`src/pss_pkg.sv`:
```
// Package for the parameter set sequencer: register map, field layout,
// reset values, control source codes and timing counts.
// Assumes one 200 MHz clock and a plain address/strobe register port.
//
// Notes on behaviour
// - Every accepted trigger samples the enabled advance and restart inputs first.
// - Restart sampled high selects set 0 regardless of the advance input.
// - Advance high without restart loads the next set before acquiring.
// - Advance low without restart acquires again with the current set.
// - Leave the waiting state briefly on input change or set load.
// - Triggers arriving outside the waiting state are discarded.
// - With source disabled, advance only on a software advance command.
// - With source disabled, restart only on a software restart command.
// - Software commands act late; triggers meanwhile use the active set.
// - A software restart loads set 0 into the active set.
// - Disabled source: triggers acquire with the active set, no sampling.
// - Advancing past the last set starts a new cycle, endlessly.
// - Enabling immediately loads set 0, before any trigger.
// - Disabling mid-frame finishes that frame, then stops cycling.
// - Disabling restores the active parameters held before enabling.

package pss_pkg;

  localparam logic [7:0] OFS_CTRL = 8'h00;
  localparam logic [7:0] OFS_SET_TOTAL = 8'h04;
  localparam logic [7:0] OFS_CMD = 8'h08;
  localparam logic [7:0] OFS_STATUS = 8'h0C;
  localparam logic [7:0] OFS_DISCARD = 8'h10;

  // Control register fields.
  localparam int CTRL_EN_BIT = 0;
  localparam int CTRL_ADV_LSB = 1;
  localparam int CTRL_RST_LSB = 4;
  localparam int SRC_W = 3;

  // Command register fields, write one to issue.
  localparam int CMD_ADV_BIT = 0;
  localparam int CMD_RST_BIT = 1;

  // Status register fields.
  localparam int STAT_WAIT_BIT = 0;
  localparam int STAT_RUN_BIT = 1;
  localparam int STAT_PADV_BIT = 2;
  localparam int STAT_PRST_BIT = 3;
  localparam int STAT_IDX_LSB = 8;

  localparam int IDX_W = 6;
  localparam int TOTAL_W = 7;
  localparam int MAX_SETS = 64;
  localparam logic [TOTAL_W-1:0] SET_TOTAL_RST = 7'h01;
  localparam int DISCARD_W = 16;

  // Control source codes; always-active is meaningful for advance only.
  localparam logic [SRC_W-1:0] SRC_DISABLED = 3'h0;
  localparam logic [SRC_W-1:0] SRC_ALWAYS = 3'h1;
  localparam logic [SRC_W-1:0] SRC_LINE_ONE = 3'h2;
  localparam logic [SRC_W-1:0] SRC_CC_ONE = 3'h3;
  localparam logic [SRC_W-1:0] SRC_CC_TWO = 3'h4;
  localparam logic [SRC_W-1:0] SRC_CC_THREE = 3'h5;

  // Timing: settle after an input change and time to load a set.
  localparam int CLK_MHZ = 200;
  localparam int SETTLE_NS = 100;
  localparam int LOAD_NS = 200;
  localparam int SETTLE_CYC = (SETTLE_NS * CLK_MHZ + 999) / 1000;
  localparam int LOAD_CYC = (LOAD_NS * CLK_MHZ + 999) / 1000;
  localparam int CNT_W = 8;

  typedef enum logic [4:0]
  {
    ST_IDLE = 5'h01,
    ST_WAIT = 5'h02,
    ST_SETTLE = 5'h04,
    ST_LOAD = 5'h08,
    ST_ACQ = 5'h10
  } pss_state_e;

endpackage

```
`src/pss_sequencer.sv`:
```
// Parameter set sequencer in controlled advance mode: picks which stored
// set becomes active on each frame start trigger.
// Assumes the trigger and control lines are asynchronous pins, frame_done
// comes from the acquisition logic on ref_clk, and set storage acts on
// the load and restore strobes.
//
// Our own choices: strobed register access and the register addresses.
`timescale 1ns/1ps

module pss_sequencer
#(
  parameter int IDX_W = pss_pkg::IDX_W,
  parameter int SETTLE_CYC = pss_pkg::SETTLE_CYC,
  parameter int LOAD_CYC = pss_pkg::LOAD_CYC
)
(
  input wire logic ref_clk,
  input wire logic nrst,
  input wire logic frame_trig,
  input wire logic line_one,
  input wire logic frame_grabber_control_one,
  input wire logic frame_grabber_control_two,
  input wire logic frame_grabber_control_three,
  input wire logic frame_done,
  input wire logic [7:0] reg_addr,
  input wire logic [31:0] reg_wdata,
  input wire logic reg_wr,
  input wire logic reg_rd,
  output logic [31:0] reg_rdata,
  output logic waiting_for_trigger,
  output logic seq_running,
  output logic [IDX_W-1:0] active_index,
  output logic set_load,
  output logic active_restore,
  output logic acq_start
);

  localparam int NPIN = 5;
  localparam int SW = pss_pkg::SRC_W;
  localparam int TW = pss_pkg::TOTAL_W;
  localparam int CW = pss_pkg::CNT_W;
  localparam int DW = pss_pkg::DISCARD_W;

  // Returns the level of the chosen control source; pins are synchronised.
  function automatic logic src_level(input logic [SW-1:0] src,
                                     input logic [3:0] lines);
    case (src)
      pss_pkg::SRC_ALWAYS: return 1'b1;
      pss_pkg::SRC_LINE_ONE: return lines[0];
      pss_pkg::SRC_CC_ONE: return lines[1];
      pss_pkg::SRC_CC_TWO: return lines[2];
      pss_pkg::SRC_CC_THREE: return lines[3];
      default: return 1'b0;
    endcase
  endfunction

  // Two-flop synchronisers on every pin, plus a third stage for edges.
  logic [NPIN-1:0] pin_raw, pin_s1, pin_s2, pin_s3;

  assign pin_raw = {frame_grabber_control_three, frame_grabber_control_two,
                    frame_grabber_control_one, line_one, frame_trig};

  generate
    for (genvar g = 0; g < NPIN; g++)
    begin : g_sync
      always_ff @(posedge ref_clk or negedge nrst)
      begin
        if (!nrst)
        begin
          pin_s1[g] <= 1'b0;
          pin_s2[g] <= 1'b0;
          pin_s3[g] <= 1'b0;
        end
        else
        begin
          pin_s1[g] <= pin_raw[g];
          pin_s2[g] <= pin_s1[g];
          pin_s3[g] <= pin_s2[g];
        end
      end
    end
  endgenerate

  logic trig_edge;
  logic [3:0] lines_now, lines_old;

  assign trig_edge = pin_s2[0] & ~pin_s3[0];
  assign lines_now = pin_s2[4:1];
  assign lines_old = pin_s3[4:1];

  // Configuration and command state.
  logic enable, next_enable;
  logic [SW-1:0] adv_src, next_adv_src, rst_src, next_rst_src;
  logic [TW-1:0] set_total, next_set_total;
  logic pend_adv, next_pend_adv, pend_rst, next_pend_rst;
  logic [DW-1:0] discard_cnt, next_discard_cnt;
  logic [31:0] next_rdata;

  // Sequencer state.
  pss_pkg::pss_state_e state, next_state;
  logic [IDX_W-1:0] idx, next_idx;
  logic [CW-1:0] cnt, next_cnt;
  logic acq_after, next_acq_after;
  logic next_set_load, next_restore, next_acq_start;

  logic wr_cmd, apply_adv, apply_rst, discard;
  logic [IDX_W-1:0] last_idx, step_idx;
  logic [TW-1:0] total_eff;

  assign wr_cmd = reg_wr && reg_addr == pss_pkg::OFS_CMD;
  assign total_eff = (set_total == '0) ? TW'(1) : set_total;
  assign last_idx = IDX_W'(total_eff - TW'(1));
  // Past the last set the index wraps and a new cycle begins.
  assign step_idx = (idx >= last_idx) ? '0 : idx + IDX_W'(1);

  always_comb
  begin
    next_enable = enable;
    next_adv_src = adv_src;
    next_rst_src = rst_src;
    next_set_total = set_total;
    next_rdata = 32'h0000_0000;
    if (reg_wr && reg_addr == pss_pkg::OFS_CTRL)
    begin
      next_enable = reg_wdata[pss_pkg::CTRL_EN_BIT];
      next_adv_src = reg_wdata[pss_pkg::CTRL_ADV_LSB +: SW];
      next_rst_src = reg_wdata[pss_pkg::CTRL_RST_LSB +: SW];
    end
    if (reg_wr && reg_addr == pss_pkg::OFS_SET_TOTAL)
      next_set_total = reg_wdata[TW-1:0];
    // A command written in the cycle it is consumed is kept pending.
    next_pend_adv = (pend_adv & ~apply_adv)
                  | (wr_cmd & reg_wdata[pss_pkg::CMD_ADV_BIT]);
    next_pend_rst = (pend_rst & ~apply_rst)
                  | (wr_cmd & reg_wdata[pss_pkg::CMD_RST_BIT]);
    next_discard_cnt = discard ? discard_cnt + DW'(1) : discard_cnt;
    if (reg_rd)
    begin
      case (reg_addr)
        pss_pkg::OFS_CTRL:
          next_rdata = {25'h0, rst_src, adv_src, enable};
        pss_pkg::OFS_SET_TOTAL:
          next_rdata = {25'h0, set_total};
        pss_pkg::OFS_STATUS:
        begin
          next_rdata[pss_pkg::STAT_WAIT_BIT] = state == pss_pkg::ST_WAIT;
          next_rdata[pss_pkg::STAT_RUN_BIT] = state != pss_pkg::ST_IDLE;
          next_rdata[pss_pkg::STAT_PADV_BIT] = pend_adv;
          next_rdata[pss_pkg::STAT_PRST_BIT] = pend_rst;
          next_rdata[pss_pkg::STAT_IDX_LSB +: IDX_W] = idx;
        end
        pss_pkg::OFS_DISCARD:
          next_rdata = {16'h0, discard_cnt};
        default:
          next_rdata = 32'h0000_0000;
      endcase
    end
  end

  always_ff @(posedge ref_clk or negedge nrst)
  begin
    if (!nrst)
    begin
      enable <= 1'b0;
      adv_src <= pss_pkg::SRC_DISABLED;
      rst_src <= pss_pkg::SRC_DISABLED;
      set_total <= pss_pkg::SET_TOTAL_RST;
      pend_adv <= 1'b0;
      pend_rst <= 1'b0;
      discard_cnt <= '0;
      reg_rdata <= 32'h0000_0000;
    end
    else
    begin
      enable <= next_enable;
      adv_src <= next_adv_src;
      rst_src <= next_rst_src;
      set_total <= next_set_total;
      pend_adv <= next_pend_adv;
      pend_rst <= next_pend_rst;
      discard_cnt <= next_discard_cnt;
      reg_rdata <= next_rdata;
    end
  end

  always_comb
  begin
    logic adv_lvl, rst_lvl, sync_mode, watch_change;
    adv_lvl = src_level(adv_src, lines_now);
    rst_lvl = src_level(rst_src, lines_now);
    sync_mode = adv_src != pss_pkg::SRC_DISABLED
             || rst_src != pss_pkg::SRC_DISABLED;
    watch_change = adv_lvl != src_level(adv_src, lines_old)
                || rst_lvl != src_level(rst_src, lines_old);
    next_state = state;
    next_idx = idx;
    next_cnt = (cnt != '0) ? cnt - CW'(1) : cnt;
    next_acq_after = acq_after;
    next_set_load = 1'b0;
    next_restore = 1'b0;
    next_acq_start = 1'b0;
    apply_adv = 1'b0;
    apply_rst = 1'b0;
    discard = trig_edge && state != pss_pkg::ST_WAIT;
    case (state)
      pss_pkg::ST_IDLE:
      begin
        if (enable)
        begin
          // Set 0 goes active at once, before any trigger is seen.
          next_idx = '0;
          next_set_load = 1'b1;
          next_acq_after = 1'b0;
          next_cnt = CW'(LOAD_CYC - 1);
          next_state = pss_pkg::ST_LOAD;
        end
      end
      pss_pkg::ST_WAIT:
      begin
        if (!enable)
        begin
          next_restore = 1'b1;
          next_state = pss_pkg::ST_IDLE;
        end
        else if (trig_edge)
        begin
          // Both inputs are sampled at the trigger; restart wins.
          next_acq_after = 1'b1;
          if (rst_src != pss_pkg::SRC_DISABLED && rst_lvl)
          begin
            next_idx = '0;
            next_set_load = 1'b1;
            next_cnt = CW'(LOAD_CYC - 1);
            next_state = pss_pkg::ST_LOAD;
          end
          else if (adv_src != pss_pkg::SRC_DISABLED && adv_lvl)
          begin
            next_idx = step_idx;
            next_set_load = 1'b1;
            next_cnt = CW'(LOAD_CYC - 1);
            next_state = pss_pkg::ST_LOAD;
          end
          else
          begin
            // Also covers source disabled: acquire with the set as it is.
            next_acq_start = 1'b1;
            next_state = pss_pkg::ST_ACQ;
          end
        end
        else if (rst_src == pss_pkg::SRC_DISABLED && pend_rst)
        begin
          // Software commands only land while waiting, so they may lag.
          apply_rst = 1'b1;
          next_idx = '0;
          next_set_load = 1'b1;
          next_acq_after = 1'b0;
          next_cnt = CW'(LOAD_CYC - 1);
          next_state = pss_pkg::ST_LOAD;
        end
        else if (adv_src == pss_pkg::SRC_DISABLED && pend_adv)
        begin
          apply_adv = 1'b1;
          next_idx = step_idx;
          next_set_load = 1'b1;
          next_acq_after = 1'b0;
          next_cnt = CW'(LOAD_CYC - 1);
          next_state = pss_pkg::ST_LOAD;
        end
        else if (sync_mode && watch_change)
        begin
          next_cnt = CW'(SETTLE_CYC - 1);
          next_state = pss_pkg::ST_SETTLE;
        end
      end
      pss_pkg::ST_SETTLE:
      begin
        if (!enable)
        begin
          next_restore = 1'b1;
          next_state = pss_pkg::ST_IDLE;
        end
        else if (cnt == '0)
          next_state = pss_pkg::ST_WAIT;
      end
      pss_pkg::ST_LOAD:
      begin
        if (cnt == '0)
        begin
          next_acq_start = acq_after;
          next_state = acq_after ? pss_pkg::ST_ACQ : pss_pkg::ST_WAIT;
        end
      end
      pss_pkg::ST_ACQ:
      begin
        // A disable here waits for the frame to finish first.
        if (frame_done)
        begin
          next_restore = !enable;
          next_state = enable ? pss_pkg::ST_WAIT : pss_pkg::ST_IDLE;
        end
      end
      default:
        next_state = pss_pkg::ST_IDLE;
    endcase
  end

  always_ff @(posedge ref_clk or negedge nrst)
  begin
    if (!nrst)
    begin
      state <= pss_pkg::ST_IDLE;
      idx <= '0;
      cnt <= '0;
      acq_after <= 1'b0;
      set_load <= 1'b0;
      active_restore <= 1'b0;
      acq_start <= 1'b0;
      active_index <= '0;
      waiting_for_trigger <= 1'b0;
      seq_running <= 1'b0;
    end
    else
    begin
      state <= next_state;
      idx <= next_idx;
      cnt <= next_cnt;
      acq_after <= next_acq_after;
      set_load <= next_set_load;
      active_restore <= next_restore;
      acq_start <= next_acq_start;
      active_index <= next_idx;
      waiting_for_trigger <= next_state == pss_pkg::ST_WAIT;
      seq_running <= next_state != pss_pkg::ST_IDLE;
    end
  end

endmodule

```
`config.mk`:
```
export PLATFORM = sky130hd
export DESIGN_NAME = pss_sequencer
export DESIGN_NICKNAME = d
export VERILOG_FILES = /design/src/pss_pkg.sv /design/src/pss_sequencer.sv
export SDC_FILE = /design/constraint.sdc
export NUM_CORES = 1
export LEC_CHECK = 0
export BUFFER_PORTS_ARGS = -buffer_cell sky130_fd_sc_hd__buf_4
export CORE_MARGIN = 1.5
export CORE_UTILIZATION = 59
export DETAILED_ROUTE_END_ITERATION = 12
export PLACE_DENSITY = 0.85
export REMOVE_ABC_BUFFERS = 1
export SLEW_MARGIN = 10
export SYNTH_ARGS = -nofsm -noshare
export SYNTH_HDL_FRONTEND = slang
export SYNTH_SLANG_ARGS = --single-unit
```
`constraint.sdc`:
```
create_clock -name ref_clk -period 6.1 [get_ports ref_clk]
set_clock_uncertainty 0.05 [all_clocks]
set_input_delay 1.22 -clock ref_clk [delete_from_list [all_inputs] [get_ports ref_clk]]
set_output_delay 1.22 -clock ref_clk [all_outputs]
set_load 0.005 [all_outputs]
```
* Word-level counts from Yosys, hierarchy flattened
Cells that the tools add are included.
** Word-level totals
- Flip-flop bits (word level) :: 104
- Latch bits :: 0
- Memory bits (writable) :: 0
- Bits in read-only memories :: 0
- Input bits :: 50
- Output and inout port bits :: 43
- Memories kept :: 0
** Cells by class
- Add/sub/neg operators :: 4
- $mul :: 0
- Divide/modulo/power cells :: 0
- $lt $le $gt $ge :: 1
- Eq/ne operators :: 29
- Shift operators :: 0
- Multiplexer cells :: 75
- Bitwise logic cells :: 10
- Reduce and logical (&&, ||, !) cells :: 24
** Operators with widths (count)
- $mux W8 :: 9
- $mux W5 :: 13
- $mux W6 :: 9
- $mux W1 :: 27
- $pmux W5 S5 :: 1
- $pmux W6 S2 :: 2
- $pmux W1 S5 :: 4
- $add A16 B1 Y16 const B :: 1
- $eq A8 B4 Y1 const B :: 2
- $logic_not A8 Y1 :: 2
- $mux W16 :: 1
- $pmux W4 S4 :: 1
- $pmux W8 S2 :: 1
- $eq A3 B2 Y1 const B :: 4
- $eq A3 B3 Y1 const B :: 4
- $pmux W4 S3 :: 1
- $eq A5 B2 Y1 const B :: 2
- $ne A5 B1 Y1 const B :: 2
- $logic_and A1 B1 Y1 :: 9
- $eq A8 B3 Y1 const B :: 1
- $eq A8 B5 Y1 const B :: 1
- $ne A4 B2 Y1 const B :: 2
- $pmux W1 S2 :: 4
- $reduce_bool A8 Y1 :: 1
- other kinds (25) :: 39

* Depth between registers and ports, before layout
Gate-level depths: netlist of run 1.
- Word-level depth :: 12
- Mapped depth :: 13
- Depth with buffers taken out :: 12

* Worst setup path after synthesis of run 1
OpenSTA, ideal clock, no wires.
- Path type :: register -> register
- Start :: register set_total[2]
- End :: register idx[0]
- Library setup time :: 0.080 ns
- Data arrival time :: 3.011 ns
- Path slack :: 2.959 ns
- Cell stages (with the launch flop) :: 14
- Period minus slack after synthesis :: 3.141 ns
- Path through :: dfrtp_1 nor4_1 a21oi_1 ha_1 nand2_1 xor2_1 ha_1 and3_1 a21oi_1 o21ai_0 or4b_1 buf_2 or3b_4 mux2i_4
** Between the ends
- Cells in the longest elaborated chain, start to end :: 10
- Elaborated cells on any way between the ends :: 12
- Classes of those cells :: 1 x add/sub; 1 x order compare; 9 x mux; 1 x reduce/logical
** RTL lines
- from (decl) :: line pss_sequencer.sv:94 : logic [TW-1:0] set_total, next_set_total;
- from (signal assigned) :: line pss_sequencer.sv:167 : set_total <= pss_pkg::SET_TOTAL_RST;
- from (signal assigned) :: line pss_sequencer.sv:178 : set_total <= next_set_total;
- $logic_not A7 Y1 :: line pss_sequencer.sv:111 : assign total_eff = (set_total == '0) ? TW'(1) : set_total;
- $mux W6 * :: line pss_sequencer.sv:111
- $sub A6 B1 Y6 * :: line pss_sequencer.sv:112 : assign last_idx = IDX_W'(total_eff - TW'(1));
- $ge A6 B6 Y1 * :: line pss_sequencer.sv:114 : assign step_idx = (idx >= last_idx) ? '0 : idx + IDX_W'(1);
- $mux W6 * :: line pss_sequencer.sv:114
- $mux W6 (on tied branches) :: line pss_sequencer.sv:260, pss_sequencer.sv:236
- $mux W6 (on tied branches) :: line pss_sequencer.sv:250, pss_sequencer.sv:229
- $mux W6 * :: line pss_sequencer.sv:225 : else if (trig_edge)
- $mux W6 * :: line pss_sequencer.sv:220 : if (!enable)
- $pmux W6 S2 * :: line pss_sequencer.sv:205 : case (state)
- to (signal assigned) :: line pss_sequencer.sv:325 : idx <= next_idx;
- to (decl) :: line pss_sequencer.sv:101 : logic [IDX_W-1:0] idx, next_idx;
Mark *: on every way between the ends. The rest lies on a longest branch, timed or not. The select of a mux whose other input is x is not followed.
A chain may end at the register's enable or synchronous reset.

* Worst setup path in the final report of run 1
Ends and elaborated chain as after synthesis.

==> metrics.md, run 1 <==
| Metric | Value |
|---|---|
| Status | `completed` |
| Slew headroom | `29.95%` |
| R2R cell count | `12` |
| Via count | `3279` |
| Global router's overall resource usage | `23.71%` |
| Register area | `2205 µm²` |
| Initial Util | `60.79%` |
| H-tree lvl count | `3` |
| Number of inserted diodes | `0` |
| RD Place Congestion | `0.8875` |
| Total CTS buffers | `9` |
| Final setup fails | `0` |
| First-pass GRT wire length | `roughly 14000 µm` |
| Post-CTS resize count | `0` |
| Critical path class | `register to register` |
| CTS Sinks | `88` |
| PortBufs | `51` |
| Layout cell share with drive strength beyond 1 | `22.15%` |
| Yosys warnings | `0` |
| Most used flip-flop cell after synthesis | `dfrtp_1` |
| Vias in the first global route | `3004` |
| Pwr Total | `between 1000 and 1500 µW` |
| Layout net count | `521` |
| Number of synthesized register bits | `between 80 and 90` |
| Maximum clock frequency | `around 290 MHz` |
| Final Max Tran Viols | `0` |
| Tcrit/Tclk final | `55.71%` |
| Asr flop ratio synth | `100.0%` |
| Worst-Margin Slew | `1.051 ns` |
| Post-route setup TNS | `0 ns` |
| RSZ-0062 raised after global routing | `no` |
| Post-Syn Area | `~4400 µm²` |
| Multi-input logic area | `2063 µm²` |
| Row cnt | `31` |
| Total setup buffers inserted after CTS | `0` |
| Post-route DRC | `0` |
| Area Growth Syn to Fin | `14.53%` |
| Full die area | `approximately 8000 µm²` |
| CTS tree | `yes` |
| Wire per inst | `15.43 µm` |
| Clock root cell | `clkbuf_8` |
| Startpoint type of the worst setup path | `register` |
| Die Ht | `89.45 µm` |
| Hold Crit Class | `register to register` |
| Top Ports | `93` |
| DR vias/cell | `5.814` |
| LEAKAGE | `around 0.0024 µW` |
| Router iterations before antenna repair | `5` |
| Post-synth EDFFs | `0` |
| Final wirelength | `8700 µm` |
| Syn Area/Cell | `10.83 µm²` |
| Gr ovfl total | `0` |
| CP arrival | `3.63 ns` |
| Worst-path clk slew | `0.08 ns` |
| Req. time, crit path | `6.33 ns` |
| Worst vdd ir | `205.5 µV` |
| Initial antenna violation count | `0` |
| Core ar. | `roughly 7300 µm²` |
| Max_cap viols | `0` |
| Post-synthesis sequential area ratio | `about half` |
| Detailed Place HPWL | `approximately 6100 µm` |
| Fill cells | `approximately 530` |
| Largest net degree at the start of global routing | `89` |
| Min Clock Period, post-route | `3.398 ns` |
| Power Density | `286.7 nW/µm²` |
| Final hold violation count | `0` |
| Yosys cell types | `59` |
| Crit Path Max Fanout | `6` |
| DRT antenna net count | `0` |
| Die X | `89.45 µm` |
| Hold path depth | `0` |
| Initial DRC count | `217` |
| Hold-fix buffers, CTS | `0` |
| Setup crit end kind | `register` |
| Syn Inst Count | `407` |
| Clock latency at the later pin of the worst-skew pair | `between 0.3 and 0.4 ns` |
| Buffers from clock root to sink, at most | `2` |
-- through the flow --
stage	instances	util [%]	worst slack [ns]	cell area [µm²]	hold slack (ns)
2_1_floorplan	398	-	2.975	4313	0.2812
3_3_place_gp	548	66.45	2.788	4820	0.2815
3_5_place_dp	548	66.45	2.724	4820	0.2847
4_1_cts	564	69.62	2.701	5050	0.3039
5_1_grt	564	69.62	2.471	5050	0.3110
6_report	564	69.62	2.702	5050	0.3015
-- final cells by class --
cell class	count	share of cell area [%]
Sequential cell	88	43.66
Inverter	12	0.8920
Timing Repair Buffer	51	7.582
Clock inverter	5	1.561
Clock buffer	11	2.998
Multi-Input combinational cell	298	40.86
Tap cell	99	2.453
-- per-layer routing --
layer / vias up / track usage (%) / part of all wire [%]
met5: - / 0 / 0
met4: 0 / 8.531 / 1.9
met3: 20 / 4.432 / 5.3
met2: 126 / 36.98 / 47
met1: 1596 / 33.41 / 45
li1: 1537 / - / -
-- Yosys cell counts (7+ instances only) --
cell	instances	area share, %
nor2_1	32	2.7
mux2_2	19	4.9
nand2_1	25	2.1
nand3_1	13	1.5
xnor2_1	18	3.6
dfrtp_1	86	49
ha_1	11	3.1
a21oi_1	16	1.8
a31oi_1	7	0.99
buf_4	16	2.7
nand2b_1	12	1.7
xor2_1	8	1.6
and3_1	9	1.3
a22o_1	8	1.6
inv_1	12	1.0
nor3_1	12	1.4
nand4_1	7	0.99
o21ai_0	10	1.1
-- final timing paths --
check	from	end	slack [ns]
hold reg to reg	pin_s1[3]	lines_now[2]	0.30
max in group asynchronous	nrst	active_restore	4.33
min in group asynchronous	nrst	rst_src[2]	1.00
setup / recovery	set_total[2]	idx[0]	2.70
hold / removal	pin_s1[3]	lines_now[2]	0.30
setup reg to reg	set_total[2]	idx[0]	2.70
-- where the power goes --
group	total (µW)	switching [µW]	internal, µW
Sequential	716	69.7	646
Combinational	278	147	131
Clock	454	201	252
-- cells by family (layout without fill, tap and decap cells) --
logic type,after synthesis,after routing,synth area share (%)
mux,25,25,6.498
fa+ha+maj,11,11,3.121
xor+xnor,26,26,5.165
simple gates,145,145,18.16
buf+inv,36,79,4.484
other cells,1,16,0.08505
flops,88,88,50.00
compound gates,75,75,12.49
-- state kept, by name, summed over array words and instances (netlist names), 3 cells and up --
name / cells
set_total: 7
state: 5
idx: 6
reg_rdata: 16
adv_src: 3
lines_old: 4
pin_s1: 5
cnt: 8
lines_now: 4
discard_cnt: 16
rst_src: 3
-- worst max-delay path: stages (launching register included) --
cell	delay, ns
dfrtp_1	0.45
nor4_1	0.33
a21oi_1	0.19
ha_1	0.24
nand2_1	0.07
xor2_1	0.16
ha_1	0.26
and3_1	0.18
a21oi_1	0.11
o21ai_0	0.09
or4b_1	0.58
or3b_4	0.47
mux2i_4	0.14
-- cell usage in the layout (no fill, tap or decap), types with 9 or more instances in the layout --
master	count
conb_1	16
clkbuf_8	11
nor2_1	32
o21ai_0	10
ha_1	11
nand2_1	25
buf_4	51
nand3_1	13
mux2_2	19
nor3_1	12
dfrtp_1	86
inv_1	12
nand2b_1	12
xnor2_1	18
and3_1	9
a21oi_1	16
Power figures use the tool's default switching activity.
==> run 2, diff against run 1 <==
Settings changed: ABC_AREA set to 1, CORE_UTILIZATION 59 to 55, PLACE_DENSITY 0.85 to 0.8.
Clock period 6.1 ns to 3.15 ns, I/O delays scaled along.
==> metrics.md, run 2 <==
| Metric | Value |
|---|---|
| Most frequent cells in the layout | `102 x nand2_1, 86 x dfrtp_1, 84 x inv_1` |
| Yosys warnings | `0` |
| Pwr Total | `2822 µW` |
| Global Route met1 Usage | `32.21%` |
| Most used flip-flop cell after synthesis | `dfrtp_1` |
| Detailed Place HPWL | `around 7500 µm` |
| CP peak stage delay | `0.45 ns` |
| Final wirelength | `about 9900 µm` |
| Post-route DRC | `0` |
| CTS tree | `yes` |
| Syn Inst Count | `563` |
| PortBufs | `51` |
| Crit Path Max Fanout | `5` |
| Hold Crit Class | `input pin to async pin` |
| Hold-fix buffers, CTS | `0` |
| Most common cell after layout, fill and taps aside | `nand2_1` |
| Area leader, netlist | `dfrtp_1` |
| Max_cap viols | `0` |
| Initial antenna violation count | `0` |
| Grt met2 use | `about two fifths` |
| Clock latency at the later pin of the worst-skew pair | `0.36 ns` |
| GR Util met3 | `3.748%` |
| Final setup fails | `0` |
| H-tree lvl count | `3` |
| Delay-heaviest family, CP | `simple AND/OR/NAND/NOR gates` |
| LEAKAGE | `0.002773 µW` |
| Full die area | `9052 µm²` |
| Share of the synthesized area in the top cell type | `46.09%` |
| Layout net count | `about 680` |
| Yosys cell types | `39` |
| Vias in the first global route | `3728` |
| RD Place Congestion | `0.9036` |
| WP depth | `14` |
| Top Ports | `93` |
| Worst-path clk slew | `0.08 ns` |
| CP Launch Point | `set_total[2]` |
| Post-route setup TNS | `0 ns` |
| Post-synth EDFFs | `0` |
| Tcrit/Tclk final | `91.40%` |
| Initial DRC count | `around 180` |
| Startpoint type of the worst setup path | `register` |
| Worst vdd ir | `265.0 µV` |
| Gr ovfl total | `0` |
| Syn Area/Cell | `8.294 µm²` |
| Finished Core Util | `64.98%` |
| Post-CTS resize count | `0` |
| Largest net degree at the start of global routing | `between 50 and 60` |
| Clock root cell | `clkbuf_8` |
| Total CTS buffers | `9` |
| Core ar. | `8217 µm²` |
| Buffers from clock root to sink, at most | `2` |
| Post-synthesis sequential area ratio | `approximately 47%` |
| Critical path class | `register to register` |
| Power Density | `528.6 nW/µm²` |
| CP max-delay cell | `dfrtp_1` |
| DRT antenna net count | `0` |
| R2R cell count | `14` |
| Final hold violation count | `0` |
| Wire per inst | `13.56 µm` |
| Post-Syn Area | `4669 µm²` |
| Worst r2r src | `set_total[2]` |
| Router iterations before antenna repair | `5` |
| Top-count cell post-synth | `nand2_1` |
| DR vias/cell | `5.344` |
| Req. time, crit path | `3.39 ns` |
| Number of synthesized register bits | `roughly 90` |
| WP buf/inv | `1` |
| First-pass GRT wire length | `16810 µm` |
| Status | `completed` |
| Reg2reg end | `idx[5]` |
| Asr flop ratio synth | `100.0%` |
| Crit path cell chain | `or2_2 -> o21ai_0 -> inv_1 -> ha_1 -> nand2_1 -> xor2_1 -> ha_1 -> nand2_1 -> nor2_1 -> o21ai_0 -> o211ai_1 -> nor2_1 -> nand3_1 -> o21ai_2` |
| Number of inserted diodes | `0` |
| Final Max Tran Viols | `0` |
| Maximum clock frequency | `347.3 MHz` |
| Global route hottest layer | `met2` |
| Min Clock Period, post-route | `2.879 ns` |
| CP arrival | `3.12 ns` |
| Slew headroom | `66.60%` |
| Most frequent cells after synthesis | `102 x nand2_1, 86 x dfrtp_1, 84 x inv_1` |
| Ranking of synthesized cells by area | `dfrtp_1 46%, nand2_1 8.2%, inv_1 6.8%` |
| Via count | `between 3000 and 4000` |
| Initial Util | `a little under three fifths` |
| Row cnt | `33` |
| Die X | `95.14 µm` |
| Die Ht | `95.14 µm` |
| Total setup buffers inserted after CTS | `0` |
| Worst-Margin Slew | `~0.5 ns` |
| Flop2flop setup slack | `0.27 ns` |
| Largest registers | `discard_cnt x16, reg_rdata x16, cnt x8` |
| Global router's overall resource usage | `24.03%` |
| Setup crit end kind | `register` |
| Area Growth Syn to Fin | `14.34%` |
| Layout cell share with drive strength beyond 1 | `17.60%` |
| RSZ-0062 raised after global routing | `no` |
| CTS Sinks | `88` |
==> run 2: cell count changes in the layout (fill, tap and decap cells not counted), moves of 9 or more <==
cell      delta
nand2b_1    -12
nand3_1     +26
nor2_1      +24
o22ai_1     +15
xnor2_1     -16
a21oi_1      -9
nand4_1     +13
nand2_1     +77
and3_1       -9
o21ai_0     +22
xor2_1      +11
mux2_2      -19
inv_1       +72
==> run 2: metrics by stage <==
stage                     worst slack, ns  std cells  cell area [µm²]  hold WS [ns]
after floorplan                    0.6608        557             4576        0.2812
after global placement             0.4257        714             5110        0.2815
after detailed placement           0.2962        714             5110        0.2858
after CTS                          0.2903        730             5339        0.1948
after global routing              0.02971        730             5339        0.2162
final                              0.2707        730             5339        0.1788
==> run 2: cell type report <==
cell class	instances	area, µm²
clock buffers	13	138.9
clock inverters	3	90.09
fillers	666	2878
inverters	92	346.6
multi-input cells	377	2024
flip-flops and latches	88	2205
well taps	105	131.4
repair buffers	52	402.9
==> run 2: routing by layer <==
| metal | share of wire [%] | wire length (µm) |
|---|---|---|
| met3 | 6.0 | 591 |
| met2 | 48 | 4789 |
| met4 | 2.0 | 198 |
| met1 | 44 | 4318 |
| met5 | 0 | 0 |
==> run 2: kinds of logic (layout without fill, tap and decap cells) <==
kind of cell | count (synthesis) | in the layout | share of synthesized area (%)
AND/OR/NAND/NOR | 258 | 258 | 26.23
other | 1 | 16 | 0.08031
buffers and inverters | 113 | 160 | 10.64
adder cells (fa/ha/maj) | 11 | 11 | 2.947
AO/OA/AOI/OAI | 71 | 71 | 8.950
XOR/XNOR | 21 | 21 | 3.939
flip-flops | 88 | 88 | 47.21
==> run 2: worst max-delay path by stage <==
stage	end	slack, ns
3_5_place_dp	idx[5]	0.30
3_3_place_gp	idx[5]	0.43
4_1_cts	idx[5]	0.29
2_1_floorplan	idx[5]	0.66
6_report	idx[5]	0.27
5_1_grt	idx[5]	0.03
==> run 2: power breakdown <==
group          switching, µW  leakage, µW  internal (µW)
clock                    385     0.000112            529
sequential              91.9      0.00115           1250
combinational            354      0.00151            214
==> run 2: worst reg2reg max path: stages (launching register included) <==
cell      delay [ns]
dfrtp_1         0.45
or2_2           0.31
o21ai_0         0.16
inv_1           0.10
ha_1            0.21
nand2_1         0.09
xor2_1          0.15
ha_1            0.24
nand2_1         0.10
nor2_1          0.06
o21ai_0         0.11
o211ai_1        0.13
nor2_1          0.30
nand3_1         0.20
o21ai_2         0.16
==> run 3, diff against run 2 <==
--- a/config.mk
+++ b/config.mk
@@ -10,5 +10,4 @@
 export CORE_MARGIN = 1.5
-export CORE_UTILIZATION = 55
+export CORE_UTILIZATION = 30
 export DETAILED_ROUTE_END_ITERATION = 12
-export PLACE_DENSITY = 0.8
 export REMOVE_ABC_BUFFERS = 1
==> constraint.sdc (replaced) <==
create_clock -name ref_clk -period 3.15 [get_ports ref_clk]
set_clock_uncertainty 0.05 [all_clocks]
set_input_delay 0.1575 -clock ref_clk [delete_from_list [all_inputs] [get_ports ref_clk]]
set_output_delay 0.1575 -clock ref_clk [all_outputs]
set_load 0.005 [all_outputs]
==> metrics.md, run 3 (synthesis gave the netlist of run 2 again) <==
| Metric | Value |
|---|---|
| Status | `completed` |
| Wire per inst | `12.44 µm` |
| Hold Crit Class | `input pin to register` |
| CTS Sinks | `88` |
| Row cnt | `45` |
| RSZ-0062 raised after global routing | `no` |
| Pwr Total | `approximately 3000 µW` |
| Number of inserted diodes | `0` |
| CTS tree | `yes` |
| DRT antenna net count | `0` |
| Slew headroom | `between 40 and 50%` |
| Initial DRC count | `about 210` |
| First-pass GRT wire length | `17020 µm` |
| NetSw | `between 800 and 900 µW` |
| Total setup buffers inserted after CTS | `0` |
| Layout cell share with drive strength beyond 1 | `17.98%` |
| Layout Cells excl Fill | `822` |
| Gr ovfl total | `0` |
| Global router's overall resource usage | `13.36%` |
| Placed instance count | `798` |
| DR vias/cell | `4.544` |
| Req. time, crit path | `3.38 ns` |
| Maximum clock frequency | `about 360 MHz` |
| H-tree lvl count | `3` |
| Vias in the first global route | `3441` |
| Tcrit/Tclk final | `about 90%` |
| Critical path class | `register to register` |
| Setup crit end kind | `register` |
| CP arrival | `3.04 ns` |
| Post-route setup TNS | `0 ns` |
| Startpoint type of the worst setup path | `register` |
| CP peak stage delay | `~0.43 ns` |
| Gate power share | `18.1%` |
| Worst-Margin Slew | `0.8857 ns` |
| Post-CTS resize count | `0` |
| Buffers from clock root to sink, at most | `2` |
| Global Route met1 Usage | `18.44%` |
| Router iterations before antenna repair | `5` |
| P_int | `2182 µW` |
| Post-route DRC | `0` |
| Clock latency at the later pin of the worst-skew pair | `0.35 ns` |
| Area Growth Syn to Fin | `20.18%` |
| Global route hottest layer | `met2` |
| PortBufs | `51` |
| Clock root cell | `clkbuf_16` |
| Core ar. | `about 15000 µm²` |
| Die X | `127.8 µm` |
| Initial Util | `30.72%` |
| Grt met2 use | `20.15%` |
| Final Max Tran Viols | `0` |
| Full die area | `16320 µm²` |
| Flop pwr share | `43.9%` |
| Largest registers | `discard_cnt x16, reg_rdata x16, cnt x8` |
| Most frequent cells in the layout | `102 x nand2_1, 86 x dfrtp_1, 84 x inv_1` |
| Top Ports | `93` |
| Initial antenna violation count | `0` |
| Worst-path clk slew | `0.06 ns` |
| Final hold violation count | `0` |
| Worst vdd ir | `232.7 µV` |
| RD Place Congestion | `0.8468` |
| Layout net count | `690` |
| Largest net degree at the start of global routing | `69` |
| WHS | `0.03657 ns` |
| Most common cell after layout, fill and taps aside | `nand2_1` |
| Clock share of power | `between 30% and 40%` |
| Die Ht | `roughly 130 µm` |
| Total CTS buffers | `9` |
| Final setup fails | `0` |
| Crit Path Max Fanout | `5` |
| LEAKAGE | `between 0.002 and 0.003 µW` |
| WP buf/inv | `1` |
| Min Clock Period, post-route | `about 2.8 ns` |
| Detailed Place HPWL | `between 7000 and 8000 µm` |
| Power Density | `543.1 nW/µm²` |
| Final wirelength | `10220 µm` |
| CP max-delay cell | `dfrtp_1` |
| Switching Fraction | `about 28%` |
| Hold-fix buffers, CTS | `8` |
| GR Util met3 | `between 3 and 4%` |
| Max_cap viols | `0` |
| Via count | `3735` |
| Delay-heaviest family, CP | `simple AND/OR/NAND/NOR gates` |
| Crit path cell chain | `or2_2 -> o21ai_0 -> inv_1 -> ha_1 -> nand2_1 -> xor2_1 -> ha_1 -> nand2_1 -> nor2_1 -> o21ai_0 -> o211ai_1 -> nor2_1 -> nand3_1 -> o21ai_2` |
## run 3: cell type report
cell class,count,area (µm²)
inverters,92,346.6
multi-input cells,377,2024
clock buffers,11,242.7
repair buffers,61,478.0
flip-flops and latches,88,2205
fillers,1563,9590
well taps,188,235.2
clock inverters,5,80.08
## run 3: through the flow
stage               setup slack [ns]  area [µm²]  utilization (%)
finish                        0.3359        5612            36.91
global placement              0.3477        5209            34.26
CTS                           0.3159        5612            36.91
floorplan                     0.6608        4576                -
detailed placement            0.3176        5209            34.26
global route                  0.1309        5612            36.91
## run 3: layer usage
layer | wire length (µm) | vias up
li1 | - | 1922
met1 | 5134 | 1710
met2 | 4479 | 94
met3 | 480 | 9
met4 | 130 | 0
met5 | 0 | -
## run 3: final timing paths
kind / from / endpoint / slack, ns / cells past startpoint
worst min-delay path: reg_wdata[3] / adv_src[2] / 0.04 / 3
worst max-delay path: set_total[2] / idx[5] / 0.34 / 14
max in group asynchronous: nrst / reg_rdata[14] / 1.91 / 3
worst min register to register: pin_s1[0] / pin_s2[0] / 0.29 / 0
worst max register to register: set_total[2] / idx[5] / 0.34 / 14
min in group asynchronous: nrst / set_load / 0.41 / 2
## run 3: power groups by stage
stage               Combinational, µW  Sequential, µW  Clock (µW)
floorplan                         407            1340           0
CTS                               560            1340        1190
global route                      653            1350        1240
detailed placement                549            1360           0
finish                            553            1340        1160
global placement                  541            1360           0
## run 3: worst min-delay path, delay by kind of cell
kind	cells	cell delay, ns
AO/OA/AOI/OAI	1	0.08
buffers and inverters	2	0.16
